--- src/hdl/ats_pkg.sv ---
// Shared constants for the address translation service block.
// Assumes a single 50 MHz clock domain and PCI Express style field codes.
package ats_pkg;

  // Address type codes of a memory request
  localparam logic [1:0] AT_UNTRANS   = 2'h0;
  localparam logic [1:0] AT_XLATE_REQ = 2'h1;
  localparam logic [1:0] AT_XLATED    = 2'h2;
  localparam logic [1:0] AT_RSVD      = 2'h3;

  // Byte enables and completion status codes
  localparam logic [3:0] BE_FULL = 4'hF;
  localparam logic [2:0] CPL_SC  = 3'h0;
  localparam logic [2:0] CPL_UR  = 3'h1;
  localparam logic [2:0] CPL_CA  = 3'h4;

  // Page geometry; each returned translation is eight bytes
  localparam logic [5:0] PAGE_SHIFT_MIN = 6'h0C;
  localparam logic [9:0] LEN_ZERO_ENTS  = 10'h200;

  // Register byte offsets
  localparam logic [3:0] REG_CTRL       = 4'h0;
  localparam logic [3:0] REG_PEER_BASE  = 4'h4;
  localparam logic [3:0] REG_PEER_LIMIT = 4'h8;
  localparam logic [3:0] REG_STATUS     = 4'hC;

  // Control bits and reset values
  localparam int          CTRL_ATS_EN   = 0;
  localparam int          CTRL_PEER_EN  = 1;
  localparam int          CTRL_REMAP_EN = 2;
  localparam logic [2:0]  CTRL_RESET    = 3'h0;
  localparam logic [31:0] PEER_RESET    = 32'h0000_0000;
  localparam int          STAT_BUSY     = 31;

  // Bit positions inside one 64-bit translation entry
  localparam int ENT_R    = 0;
  localparam int ENT_W    = 1;
  localparam int ENT_N    = 2;
  localparam int ENT_U    = 3;
  localparam int ENT_EXE  = 4;
  localparam int ENT_PRIV = 5;
  localparam int ENT_G    = 6;
  localparam int ENT_S    = 11;

  typedef enum {ST_IDLE, ST_WALK, ST_P2P_WALK, ST_P2P_CRC} ats_state_e;

endpackage : ats_pkg

--- src/hdl/ats_translation_service.sv ---
// Root-complex translation service: answers endpoint translation requests
// and forwards translated peer requests with a fresh end-to-end CRC.
// Assumes an external table walker with a pulse handshake, synchronous inputs.
`timescale 1ns/1ps
module ats_translation_service #(
  parameter int unsigned MAX_ENTRIES = 8  // Largest entry count returned
) (
  input  wire logic        sys_clk,         // System clock, 50 MHz
  input  wire logic        reset_n,         // Async reset, active low
  input  wire logic [3:0]  reg_addr,        // Register byte address
  input  wire logic [31:0] reg_wdata,       // Register write data
  input  wire logic        reg_wr,          // Write strobe
  input  wire logic        reg_rd,          // Read strobe
  output logic [31:0]      reg_rdata,       // Read data, cycle after strobe
  input  wire logic        req_valid,       // Upstream request present
  input  wire logic [1:0]  req_at,          // Address type
  input  wire logic        req_is_write,    // Memory write
  input  wire logic        req_has_pasid,   // PASID prefix present
  input  wire logic [19:0] req_pasid,       // PASID value
  input  wire logic        req_er,          // Execute requested
  input  wire logic        req_pr,          // Privileged mode requested
  input  wire logic        req_nw,          // No-write requested
  input  wire logic [63:0] req_addr,        // Input address
  input  wire logic [9:0]  req_len,         // Length in dwords
  input  wire logic [3:0]  req_first_be,    // First dword byte enables
  input  wire logic [3:0]  req_last_be,     // Last dword byte enables
  output logic             req_ready,       // Ready for a new request
  input  wire logic        p2p_valid,       // Peer request present
  input  wire logic [63:0] p2p_addr,        // Peer input address
  input  wire logic [63:0] p2p_hdr,         // Other header dwords
  input  wire logic        p2p_has_ecrc,    // Peer request has ECRC
  output logic             walk_req,        // Walker request pulse
  output logic [51:0]      walk_pn,         // Input page number to walk
  output logic             walk_pasid_en,   // Walk with PASID
  output logic [19:0]      walk_pasid,      // PASID for the walk
  output logic             walk_nw,         // Read-only access wanted
  output logic             walk_er,         // Execute wanted
  output logic             walk_pr,         // Privileged access wanted
  input  wire logic        walk_done,       // Walker result pulse
  input  wire logic        walk_err,        // Walk hit an error
  input  wire logic [51:0] walk_hpa,        // Host physical page number
  input  wire logic [5:0]  walk_shift,      // Page size log2, 12 upward
  input  wire logic        walk_r,          // Read allowed
  input  wire logic        walk_w,          // Write allowed
  input  wire logic        walk_x,          // Execute allowed
  input  wire logic        walk_priv,       // Privileged permissions
  input  wire logic        walk_g,          // Global mapping
  input  wire logic        walk_n,          // No-snoop required
  input  wire logic        walk_u,          // Untranslated only
  output logic             cpl_valid,       // Completion header pulse
  output logic [2:0]       cpl_status,      // Completion status
  output logic             cpl_has_data,    // Completion carries entries
  output logic [9:0]       cpl_count,       // Entry count
  output logic             ent_valid,       // Entry pulse
  output logic [63:0]      ent_data,        // Translation entry
  output logic             ent_last,        // Final entry
  output logic             malformed,       // Malformed request pulse
  output logic             pass_valid,      // Non-translation request passed
  output logic             fwd_valid,       // Peer forward pulse
  output logic [63:0]      fwd_addr,        // Peer address, translated when remap is on
  output logic [63:0]      fwd_hdr,         // Other header dwords
  output logic             fwd_has_ecrc,    // ECRC field present
  output logic [31:0]      fwd_ecrc,        // Recomputed ECRC
  output logic             p2p_block        // Peer request refused pulse
);
  import ats_pkg::*;

  ats_state_e  state, next_state;
  logic [2:0]  ctrl, next_ctrl;
  logic [31:0] peer_base, next_peer_base, peer_limit, next_peer_limit;
  logic [7:0]  ur_cnt, next_ur_cnt, ca_cnt, next_ca_cnt, blk_cnt, next_blk_cnt;
  logic [9:0]  left, next_left;
  logic [5:0]  stride, next_stride;
  logic        first, next_first;
  logic [31:0] next_rdata;
  logic        next_ready, next_walk_req, next_walk_pasid_en, next_walk_nw;
  logic        next_walk_er, next_walk_pr, next_cpl_valid, next_cpl_has_data;
  logic        next_ent_valid, next_ent_last, next_malformed, next_pass_valid;
  logic        next_fwd_valid, next_fwd_has_ecrc, next_p2p_block;
  logic [51:0] next_walk_pn;
  logic [19:0] next_walk_pasid;
  logic [2:0]  next_cpl_status;
  logic [9:0]  next_cpl_count, n_req;
  logic [63:0] next_ent_data, next_fwd_addr, next_fwd_hdr;
  logic        crc_start, crc_done;
  logic [31:0] crc_val;
  logic        peer_ok;

  // Pack one entry: size encoding, permission qualifiers
  function automatic logic [63:0] ats_entry(
    input logic [51:0] host_physical_address, input logic [5:0] shift, input logic pasid,
    input logic r, input logic w, input logic x, input logic pv,
    input logic g, input logic n, input logic u);
    logic [63:0] e;
    logic [5:0]  k;
    e = 64'h0;
    k = shift - PAGE_SHIFT_MIN;
    for (int i = 0; i < 52; i++) begin
      if (k != 6'h0 && i < int'(k) - 1) begin
        e[12+i] = 1'b1;
      end else if (k != 6'h0 && i == int'(k) - 1) begin
        e[12+i] = 1'b0;
      end else begin
        e[12+i] = host_physical_address[i];
      end
    end
    if (!(r || w) || u) begin
      e[63:12] = 52'h0;
    end
    e[ENT_S]    = (k != 6'h0);
    e[ENT_R]    = r;
    e[ENT_W]    = w;
    e[ENT_N]    = n;
    e[ENT_U]    = u;
    e[ENT_EXE]  = pasid & x & r;
    e[ENT_PRIV] = pasid & pv;
    e[ENT_G]    = pasid & g;
    return e;
  endfunction : ats_entry

  // Peer window on page number of the translated address
  assign peer_ok = ctrl[CTRL_PEER_EN] && (walk_hpa[51:32] == 20'h0) &&
                   (walk_hpa[31:0] >= peer_base) && (walk_hpa[31:0] <= peer_limit);
  assign crc_start = (state == ST_P2P_WALK) && walk_done && !walk_err && peer_ok;

  ats_ecrc u_ecrc (
    .sys_clk (sys_clk),
    .reset_n (reset_n),
    .start   (crc_start),
    .data    ({fwd_hdr, walk_hpa, fwd_addr[11:0]}),
    .done    (crc_done),
    .crc     (crc_val)
  );

  // Entry count requested, capped
  always_comb begin
    n_req = (req_len == 10'h0) ? LEN_ZERO_ENTS : {1'b0, req_len[9:1]};
    if (n_req > 10'(MAX_ENTRIES)) begin
      n_req = 10'(MAX_ENTRIES);
    end
  end

  // Next values of registers, sequencer and outputs
  always_comb begin
    next_state = state;       next_ctrl = ctrl;
    next_peer_base = peer_base;  next_peer_limit = peer_limit;
    next_ur_cnt = ur_cnt;     next_ca_cnt = ca_cnt;   next_blk_cnt = blk_cnt;
    next_left = left;         next_stride = stride;   next_first = first;
    next_walk_req = 1'b0;     next_walk_pn = walk_pn;
    next_walk_pasid_en = walk_pasid_en;  next_walk_pasid = walk_pasid;
    next_walk_nw = walk_nw;   next_walk_er = walk_er; next_walk_pr = walk_pr;
    next_cpl_valid = 1'b0;    next_cpl_status = cpl_status;
    next_cpl_has_data = cpl_has_data;    next_cpl_count = cpl_count;
    next_ent_valid = 1'b0;    next_ent_data = ent_data;  next_ent_last = 1'b0;
    next_malformed = 1'b0;    next_pass_valid = 1'b0;
    next_fwd_valid = 1'b0;    next_fwd_addr = fwd_addr;  next_fwd_hdr = fwd_hdr;
    next_fwd_has_ecrc = fwd_has_ecrc;    next_p2p_block = 1'b0;
    next_rdata = 32'h0;
    // Register port
    if (reg_wr) begin
      unique case (reg_addr)
        REG_CTRL:       next_ctrl = reg_wdata[2:0];
        REG_PEER_BASE:  next_peer_base = reg_wdata;
        REG_PEER_LIMIT: next_peer_limit = reg_wdata;
        default:        next_ctrl = ctrl;
      endcase
    end
    if (reg_rd) begin
      unique case (reg_addr)
        REG_CTRL:       next_rdata = {29'h0, ctrl};
        REG_PEER_BASE:  next_rdata = peer_base;
        REG_PEER_LIMIT: next_rdata = peer_limit;
        REG_STATUS:     next_rdata = {state != ST_IDLE, 7'h0, blk_cnt, ca_cnt, ur_cnt};
        default:        next_rdata = 32'h0;
      endcase
    end
    unique case (state)
      ST_IDLE: begin
        if (req_valid) begin
          next_cpl_status = CPL_UR;
          next_cpl_has_data = 1'b0;
          next_cpl_count = 10'h0;
          if (req_at == AT_RSVD || (req_at == AT_XLATE_REQ && req_is_write) ||
              (req_at == AT_XLATED && req_has_pasid)) begin
            next_cpl_valid = 1'b1;
            next_ur_cnt = ur_cnt + 8'h01;
          end else if (req_at == AT_XLATE_REQ) begin
            if (req_len[0] || req_first_be != BE_FULL || req_last_be != BE_FULL) begin
              next_malformed = 1'b1;
            end else if (!ctrl[CTRL_ATS_EN]) begin
              next_cpl_valid = 1'b1;
              next_ur_cnt = ur_cnt + 8'h01;
            end else begin
              next_state = ST_WALK;
              next_walk_req = 1'b1;
              next_walk_pn = req_addr[63:12];
              next_walk_pasid_en = req_has_pasid;
              next_walk_pasid = req_pasid;
              next_walk_nw = req_nw;
              next_walk_er = req_er;
              next_walk_pr = req_pr;
              next_left = n_req;
              next_cpl_count = n_req;
              next_first = 1'b1;
            end
          end else begin
            next_pass_valid = 1'b1;
          end
        end else if (p2p_valid) begin
          next_fwd_hdr = p2p_hdr;
          next_fwd_has_ecrc = p2p_has_ecrc;
          next_fwd_addr = p2p_addr;
          if (ctrl[CTRL_REMAP_EN]) begin
            next_state = ST_P2P_WALK;
            next_walk_req = 1'b1;
            next_walk_pn = p2p_addr[63:12];
            next_walk_pasid_en = 1'b0;
          end else if (!ctrl[CTRL_PEER_EN]) begin
            next_p2p_block = 1'b1;
            next_blk_cnt = blk_cnt + 8'h01;
          end else begin
            next_fwd_valid = 1'b1;
          end
        end
      end
      ST_WALK: begin
        if (walk_done) begin
          if (first && walk_err) begin
            next_cpl_valid = 1'b1;
            next_cpl_status = CPL_CA;
            next_cpl_has_data = 1'b0;
            next_ca_cnt = ca_cnt + 8'h01;
            next_state = ST_IDLE;
          end else begin
            next_cpl_valid = first;
            next_cpl_status = CPL_SC;
            next_cpl_has_data = 1'b1;
            next_ent_valid = 1'b1;
            next_ent_data = ats_entry(walk_hpa, first ? walk_shift : stride,
                                      walk_pasid_en, walk_r & ~walk_err,
                                      walk_w & ~walk_err & ~walk_nw, walk_x,
                                      walk_priv, walk_g, walk_n, walk_u);
            if (first) begin
              next_stride = walk_shift;
            end
            next_first = 1'b0;
            next_left = left - 10'h001;
            if (left == 10'h001) begin
              next_ent_last = 1'b1;
              next_state = ST_IDLE;
            end else begin
              next_walk_req = 1'b1;
              next_walk_pn = walk_pn + (52'h1 << ((first ? walk_shift : stride)
                             - PAGE_SHIFT_MIN));
            end
          end
        end
      end
      ST_P2P_WALK: begin
        if (walk_done) begin
          next_fwd_addr = {walk_hpa, fwd_addr[11:0]};
          if (walk_err || !peer_ok) begin
            next_p2p_block = 1'b1;
            next_blk_cnt = blk_cnt + 8'h01;
            next_state = ST_IDLE;
          end else begin
            next_state = ST_P2P_CRC;
          end
        end
      end
      ST_P2P_CRC: begin
        if (crc_done) begin
          next_fwd_valid = 1'b1;
          next_state = ST_IDLE;
        end
      end
    endcase
    next_ready = (next_state == ST_IDLE);
  end

  // State and output registers
  always_ff @(posedge sys_clk or negedge reset_n) begin
    if (!reset_n) begin
      state <= ST_IDLE;        ctrl <= CTRL_RESET;
      peer_base <= PEER_RESET; peer_limit <= PEER_RESET;
      ur_cnt <= 8'h00;         ca_cnt <= 8'h00;        blk_cnt <= 8'h00;
      left <= 10'h000;         stride <= PAGE_SHIFT_MIN; first <= 1'b0;
      reg_rdata <= 32'h0;      req_ready <= 1'b1;
      walk_req <= 1'b0;        walk_pn <= 52'h0;       walk_pasid_en <= 1'b0;
      walk_pasid <= 20'h0;     walk_nw <= 1'b0;        walk_er <= 1'b0;
      walk_pr <= 1'b0;         cpl_valid <= 1'b0;      cpl_status <= CPL_SC;
      cpl_has_data <= 1'b0;    cpl_count <= 10'h000;   ent_valid <= 1'b0;
      ent_data <= 64'h0;       ent_last <= 1'b0;       malformed <= 1'b0;
      pass_valid <= 1'b0;      fwd_valid <= 1'b0;      fwd_addr <= 64'h0;
      fwd_hdr <= 64'h0;        fwd_has_ecrc <= 1'b0;   p2p_block <= 1'b0;
      fwd_ecrc <= 32'h0;
    end else begin
      state <= next_state;     ctrl <= next_ctrl;
      peer_base <= next_peer_base;  peer_limit <= next_peer_limit;
      ur_cnt <= next_ur_cnt;   ca_cnt <= next_ca_cnt;  blk_cnt <= next_blk_cnt;
      left <= next_left;       stride <= next_stride;  first <= next_first;
      reg_rdata <= next_rdata; req_ready <= next_ready;
      walk_req <= next_walk_req;    walk_pn <= next_walk_pn;
      walk_pasid_en <= next_walk_pasid_en;  walk_pasid <= next_walk_pasid;
      walk_nw <= next_walk_nw; walk_er <= next_walk_er; walk_pr <= next_walk_pr;
      cpl_valid <= next_cpl_valid;  cpl_status <= next_cpl_status;
      cpl_has_data <= next_cpl_has_data;    cpl_count <= next_cpl_count;
      ent_valid <= next_ent_valid;  ent_data <= next_ent_data;
      ent_last <= next_ent_last;    malformed <= next_malformed;
      pass_valid <= next_pass_valid;  fwd_valid <= next_fwd_valid;
      fwd_addr <= next_fwd_addr;    fwd_hdr <= next_fwd_hdr;
      fwd_has_ecrc <= next_fwd_has_ecrc;    p2p_block <= next_p2p_block;
      fwd_ecrc <= crc_done ? crc_val : fwd_ecrc;
    end
  end

  // Checks on the answers
  ur_pasid_xlated_a: assert property (@(posedge sys_clk) disable iff (!reset_n)
    (state == ST_IDLE && req_valid && req_at == AT_XLATED && req_has_pasid)
    |=> cpl_valid && cpl_status == CPL_UR && !cpl_has_data)
    else $error("PASID translated request not refused");
  malformed_req_a: assert property (@(posedge sys_clk) disable iff (!reset_n)
    (state == ST_IDLE && req_valid && req_at == AT_XLATE_REQ && !req_is_write &&
     (req_len[0] || req_first_be != BE_FULL)) |=> malformed && !cpl_valid)
    else $error("Malformed translation request not flagged");
  ats_off_ur_a: assert property (@(posedge sys_clk) disable iff (!reset_n)
    (state == ST_IDLE && req_valid && req_at == AT_XLATE_REQ && !req_is_write &&
     !req_len[0] && req_first_be == BE_FULL && req_last_be == BE_FULL &&
     !ctrl[CTRL_ATS_EN]) |=> cpl_valid && cpl_status == CPL_UR && !walk_req)
    else $error("Disabled translation not answered with UR");
  walk_err_ca_a: assert property (@(posedge sys_clk) disable iff (!reset_n)
    (state == ST_WALK && walk_done && walk_err && first)
    |=> cpl_valid && cpl_status == CPL_CA && !cpl_has_data && !ent_valid)
    else $error("Walk error not answered with CA");
  success_data_a: assert property (@(posedge sys_clk) disable iff (!reset_n)
    (cpl_valid && cpl_status == CPL_SC) |-> cpl_has_data && ent_valid)
    else $error("Successful completion without entry");
  exe_needs_r_a: assert property (@(posedge sys_clk) disable iff (!reset_n)
    (ent_valid && ent_data[ENT_EXE]) |-> ent_data[ENT_R])
    else $error("Execute granted without read");
  addr_valid_a: assert property (@(posedge sys_clk) disable iff (!reset_n)
    (ent_valid && (ent_data[ENT_U] || !(ent_data[ENT_R] || ent_data[ENT_W])))
    |-> ent_data[63:12] == 52'h0)
    else $error("Address shown for unusable translation");
  peer_crc_a: assert property (@(posedge sys_clk) disable iff (!reset_n)
    crc_start |=> crc_done ##1 (fwd_valid && fwd_ecrc == $past(crc_val)))
    else $error("Peer forward missing recomputed CRC");
  peer_gate_a: assert property (@(posedge sys_clk) disable iff (!reset_n)
    (state == ST_P2P_WALK && walk_done && !peer_ok) |=> p2p_block && !fwd_valid)
    else $error("Peer request outside window forwarded");

endmodule : ats_translation_service

--- src/hdl/ats_ecrc.sv ---
// CRC-32 engine that recomputes the end-to-end CRC of a rewritten header.
// Assumes start is a one-cycle pulse; result stands one cycle later.
`timescale 1ns/1ps
module ats_ecrc (
  input  wire logic         sys_clk,  // System clock
  input  wire logic         reset_n,  // Async reset, active low
  input  wire logic         start,    // Compute pulse
  input  wire logic [127:0] data,     // Header bits, msb first
  output logic              done,     // Result valid pulse
  output logic [31:0]       crc       // Recomputed CRC
);
  import ats_pkg::*;

  logic        next_done;
  logic [31:0] next_crc;

  // Bitwise CRC-32 over the full header
  function automatic logic [31:0] ats_crc32(input logic [127:0] d);
    logic [31:0] c;
    c = 32'hFFFF_FFFF;
    for (int i = 127; i >= 0; i--) begin
      if (c[31] ^ d[i]) begin
        c = {c[30:0], 1'b0} ^ 32'h04C1_1DB7;
      end else begin
        c = {c[30:0], 1'b0};
      end
    end
    return ~c;
  endfunction : ats_crc32

  // Next result
  always_comb begin
    next_done = start;
    next_crc  = start ? ats_crc32(data) : crc;
  end

  // Result registers
  always_ff @(posedge sys_clk or negedge reset_n) begin
    if (!reset_n) begin
      done <= 1'b0;
      crc  <= 32'h0000_0000;
    end else begin
      done <= next_done;
      crc  <= next_crc;
    end
  end

endmodule : ats_ecrc

--- config.mk ---
export PLATFORM = sky130hd
export DESIGN_NAME = ats_translation_service
export DESIGN_NICKNAME = d
export VERILOG_FILES = /design/src/hdl/ats_pkg.sv /design/src/hdl/ats_translation_service.sv /design/src/hdl/ats_ecrc.sv
export SDC_FILE = /design/constraint.sdc
export NUM_CORES = 2
export LEC_CHECK = 0
export ABC_CLOCK_PERIOD_IN_PS = 11900
export BUFFER_PORTS_ARGS = -buffer_cell sky130_fd_sc_hd__buf_2
export CAP_MARGIN = 20
export CORE_AREA = 2 2 271 273
export DETAILED_ROUTE_END_ITERATION = 6
export DIE_AREA = 0 0 273 275
export PLACE_DENSITY = 0.82
export SYNTH_ARGS = -nofsm -noshare
export SYNTH_HDL_FRONTEND = slang
export SYNTH_SLANG_ARGS = --single-unit
--- constraint.sdc ---
create_clock -name sys_clk -period 11.9 [get_ports sys_clk]
set_clock_uncertainty 0.1 [all_clocks]
set_input_delay 0.595 -clock sys_clk [delete_from_list [all_inputs] [get_ports sys_clk]]
set_output_delay 0.595 -clock sys_clk [all_outputs]
set_load 0.02 [all_outputs]
==> metrics.cfg <==
[status]
outcome = finished, final reports clean

[cts]
htreeDepth = 2
clockBufferDepth = 3
post_cts_buffers = 0
clk_latency_ns = 0.67
cts_tree = done
clkTransAtPathRegs_ns = 0.06
cts_sinks = 524
cts_buffers = 59
root_buffer = clkbuf_16

[sta]
drv_slew = 0
max_freq_mhz = 87.6
hold_viol = 0
period_share = 0.959
fin_crit_ns = 11.41
fin_setup_tns_ns = 0
finalSetupViolCount = 0
slew_headroom = 0.193
rsz0062_at_grt = false
tightestPinTransition_ns = 1.20

[logic_synthesis]
ys_warn_count = 0
ys_ff_latch = 524
syn-cell-area_um2 = 39200
synth.distinct_cells = 73
synth_area_per_cell_um2 = 10.4
yosysSeqAreaShare = 0.335
synth_edf_count = 0
async_reset_ff_frac = 1.00
ys.flop_type = dfrtp_1
netlist_instances = 3768

[layout]
layout_commonest_cell = xnor2_1
fin_area_um2 = 46500
area_delta_synth_final_pct = 18.7
nFillCells = 5732
final_cell_mix = xnor2_1, buf_2, dfrtp_1
nets = 4992
layout-drive-gt1-share = 0.289

[global_routing]
grt_max_degree = 169
grt_remaining_overflow = 0
grt_first_pass_wirelength_um = 195000
antenna_found_initial = 15
grt_pass1_vias = 30900
grt_usage = 0.349

[route]
wire_per_inst_um = 24.2
drt_iter0_markers = 2532
drc = 0
dr.pass1.iters = 7
num_vias = 31200
ant_nets = 0
routed_wl_um = 134000
viasPerCell = 5.64

[critical_path]
crit_slowest_cell = xor3_1
crit_fanout = 8
path_class = flip-flop to flip-flop
worstSetupStartpointType = flip-flop
cp_common_cell = xnor2_4
worstSetupEndpointType = flip-flop
cpPeakStageDelay_ns = 0.62
cp.required_ns = 12.31
crit_arrival_ns = 11.83

[floorplan]
rows = 99
coreArea_um2 = 72300
num_io_pins = 703
start_util = 0.542
die_height_um = 275
dieArea_um2 = 75100
die_x_um = 273

[placement]
hpwlAfterDp_um = 107000
dpl_cell_area_um2 = 44300
io_buffers = 685
place_congestion = 1.01

[run]
maxCapViolations = 0

[min_path]
hold_class = input port to flip-flop

## layer usage
layer	part of all wire	GRT usage	up-vias
met2	0.46	0.571	1453
met1	0.39	0.431	15100
met5	0.00046	0	-
met3	0.079	0.0690	431
li1	-	-	14200
met4	0.071	0.205	10
## cells in the mapped netlist, types with 8 or more instances
cell | instances | area, um2
xnor2_4 | 23 | 633
xor2_1 | 200 | 1750
nand3_1 | 34 | 170
buf_4 | 9 | 67.6
nand2_1 | 269 | 1010
clkbuf_1 | 100 | 375
a22oi_1 | 34 | 255
a21o_1 | 40 | 300
nand2b_1 | 20 | 125
xnor2_1 | 753 | 6600
inv_1 | 110 | 413
a22o_1 | 21 | 184
nor4_1 | 29 | 181
ha_1 | 129 | 1610
buf_1 | 20 | 75.1
o21a_1 | 9 | 67.6
dfrtp_1 | 521 | 13000
nor3_1 | 24 | 120
nor2_1 | 199 | 747
xnor2_2 | 98 | 1590
xnor3_1 | 59 | 1330
a31oi_1 | 9 | 56.3
xor3_1 | 12 | 285
o21ai_1 | 14 | 70.1
xor2_2 | 34 | 553
a21boi_0 | 9 | 67.6
and3_1 | 26 | 163
buf_2 | 8 | 40.0
nor2b_1 | 51 | 319
mux2_2 | 209 | 2350
and2_1 | 27 | 169
a21oi_1 | 187 | 936
mux2i_1 | 107 | 1070
nand4_1 | 27 | 169
o21ai_0 | 255 | 1280
## sequential cells by signal, summed over array words and instances (netlist names), 10 cells and up
signal      flops
walk_pn        52
reg_rdata      32
fwd_addr       64
left           10
ent_data       60
state          32
cpl_count      10
walk_pasid     20
fwd_hdr        64
u_ecrc.crc     32
fwd_ecrc       32
peer_limit     32
peer_base      32
## path summary, 6_finish.rpt
| check | from | endpoint | slack [ns] | depth (start not counted) |
|---|---|---|---|---|
| min in group asynchronous | reset_n | cpl_count[0]$_DFFE_PN0P_ | 0.48 | 2 |
| max in group asynchronous | reset_n | peer_base[25]$_DFFE_PN0P_ | 8.76 | 4 |
| setup / recovery | fwd_hdr[57]$_DFFE_PN0P_ | u_ecrc.crc[5]$_DFFE_PN0P_ | 0.49 | 37 |
| hold reg to reg | ent_data[47]$_DFFE_PN0P_ | ent_data[47]$_DFFE_PN0P_ | 0.36 | 2 |
| setup reg to reg | fwd_hdr[57]$_DFFE_PN0P_ | u_ecrc.crc[5]$_DFFE_PN0P_ | 0.49 | 37 |
| hold / removal | req_pasid[18] | walk_pasid[18]$_DFFE_PN0P_ | 0.05 | 2 |
## logic make-up (layout without fill, tap and decap cells)
| group | after synthesis | in the layout | share of synthesized area |
|---|---|---|---|
| simple gates | 727 | 727 | 0.0848 |
| buf+inv | 249 | 1040 | 0.0250 |
| fa+ha+maj | 130 | 130 | 0.0417 |
| flops | 524 | 524 | 0.335 |
| other cells | 1 | 14 | 0.0000957 |
| xor+xnor | 1191 | 1191 | 0.333 |
| mux | 316 | 316 | 0.0874 |
| compound gates | 630 | 630 | 0.0930 |
## what timing repair did
| item | CTS | global route |
|---|---|---|
| hold buffers | 1 | 0 |
| setup endpoints to repair | 0 | 9 |
| hold endpoints to repair | 102 | 0 |
| resized for setup | 0 | 7 |
## layout make-up
class | instances | area [um2] | share of cell area
repair buffers | 820 | 4490 | 0.0965
flip-flops and latches | 524 | 13100 | 0.282
inverters | 111 | 417 | 0.00896
clock buffers | 85 | 1720 | 0.0371
well taps | 959 | 1200 | 0.0258
multi-input cells | 2999 | 25200 | 0.542
clock inverters | 24 | 309 | 0.00665
diodes | 9 | 22.5 | 0.000484
## critical path, delay by kind of cell (launching register included)
kind	cells	cell delay [ns]
xor gates and xnor gates	33	9.87
DFF	1	0.61
buffers and inverters	3	0.57
AOI/OAI and AO/OA	1	0.07
## per-stage QoR
stage	hold slack, ns	worst slack (ns)	std cells	utilization
after detailed placement	0.352	0.473	5410	0.613
after CTS	0.0304	0.478	5520	0.641
after global placement	0.350	0.708	5410	0.613
after global routing	0.0494	0.0124	5525	0.643
after floorplan	0.199	0.935	3772	-
final	0.0543	0.488	5531	0.643
Power is left out: the tool's default activity adds up to more than one toggle a clock period on the data nets, which glitch-free logic cannot reach.
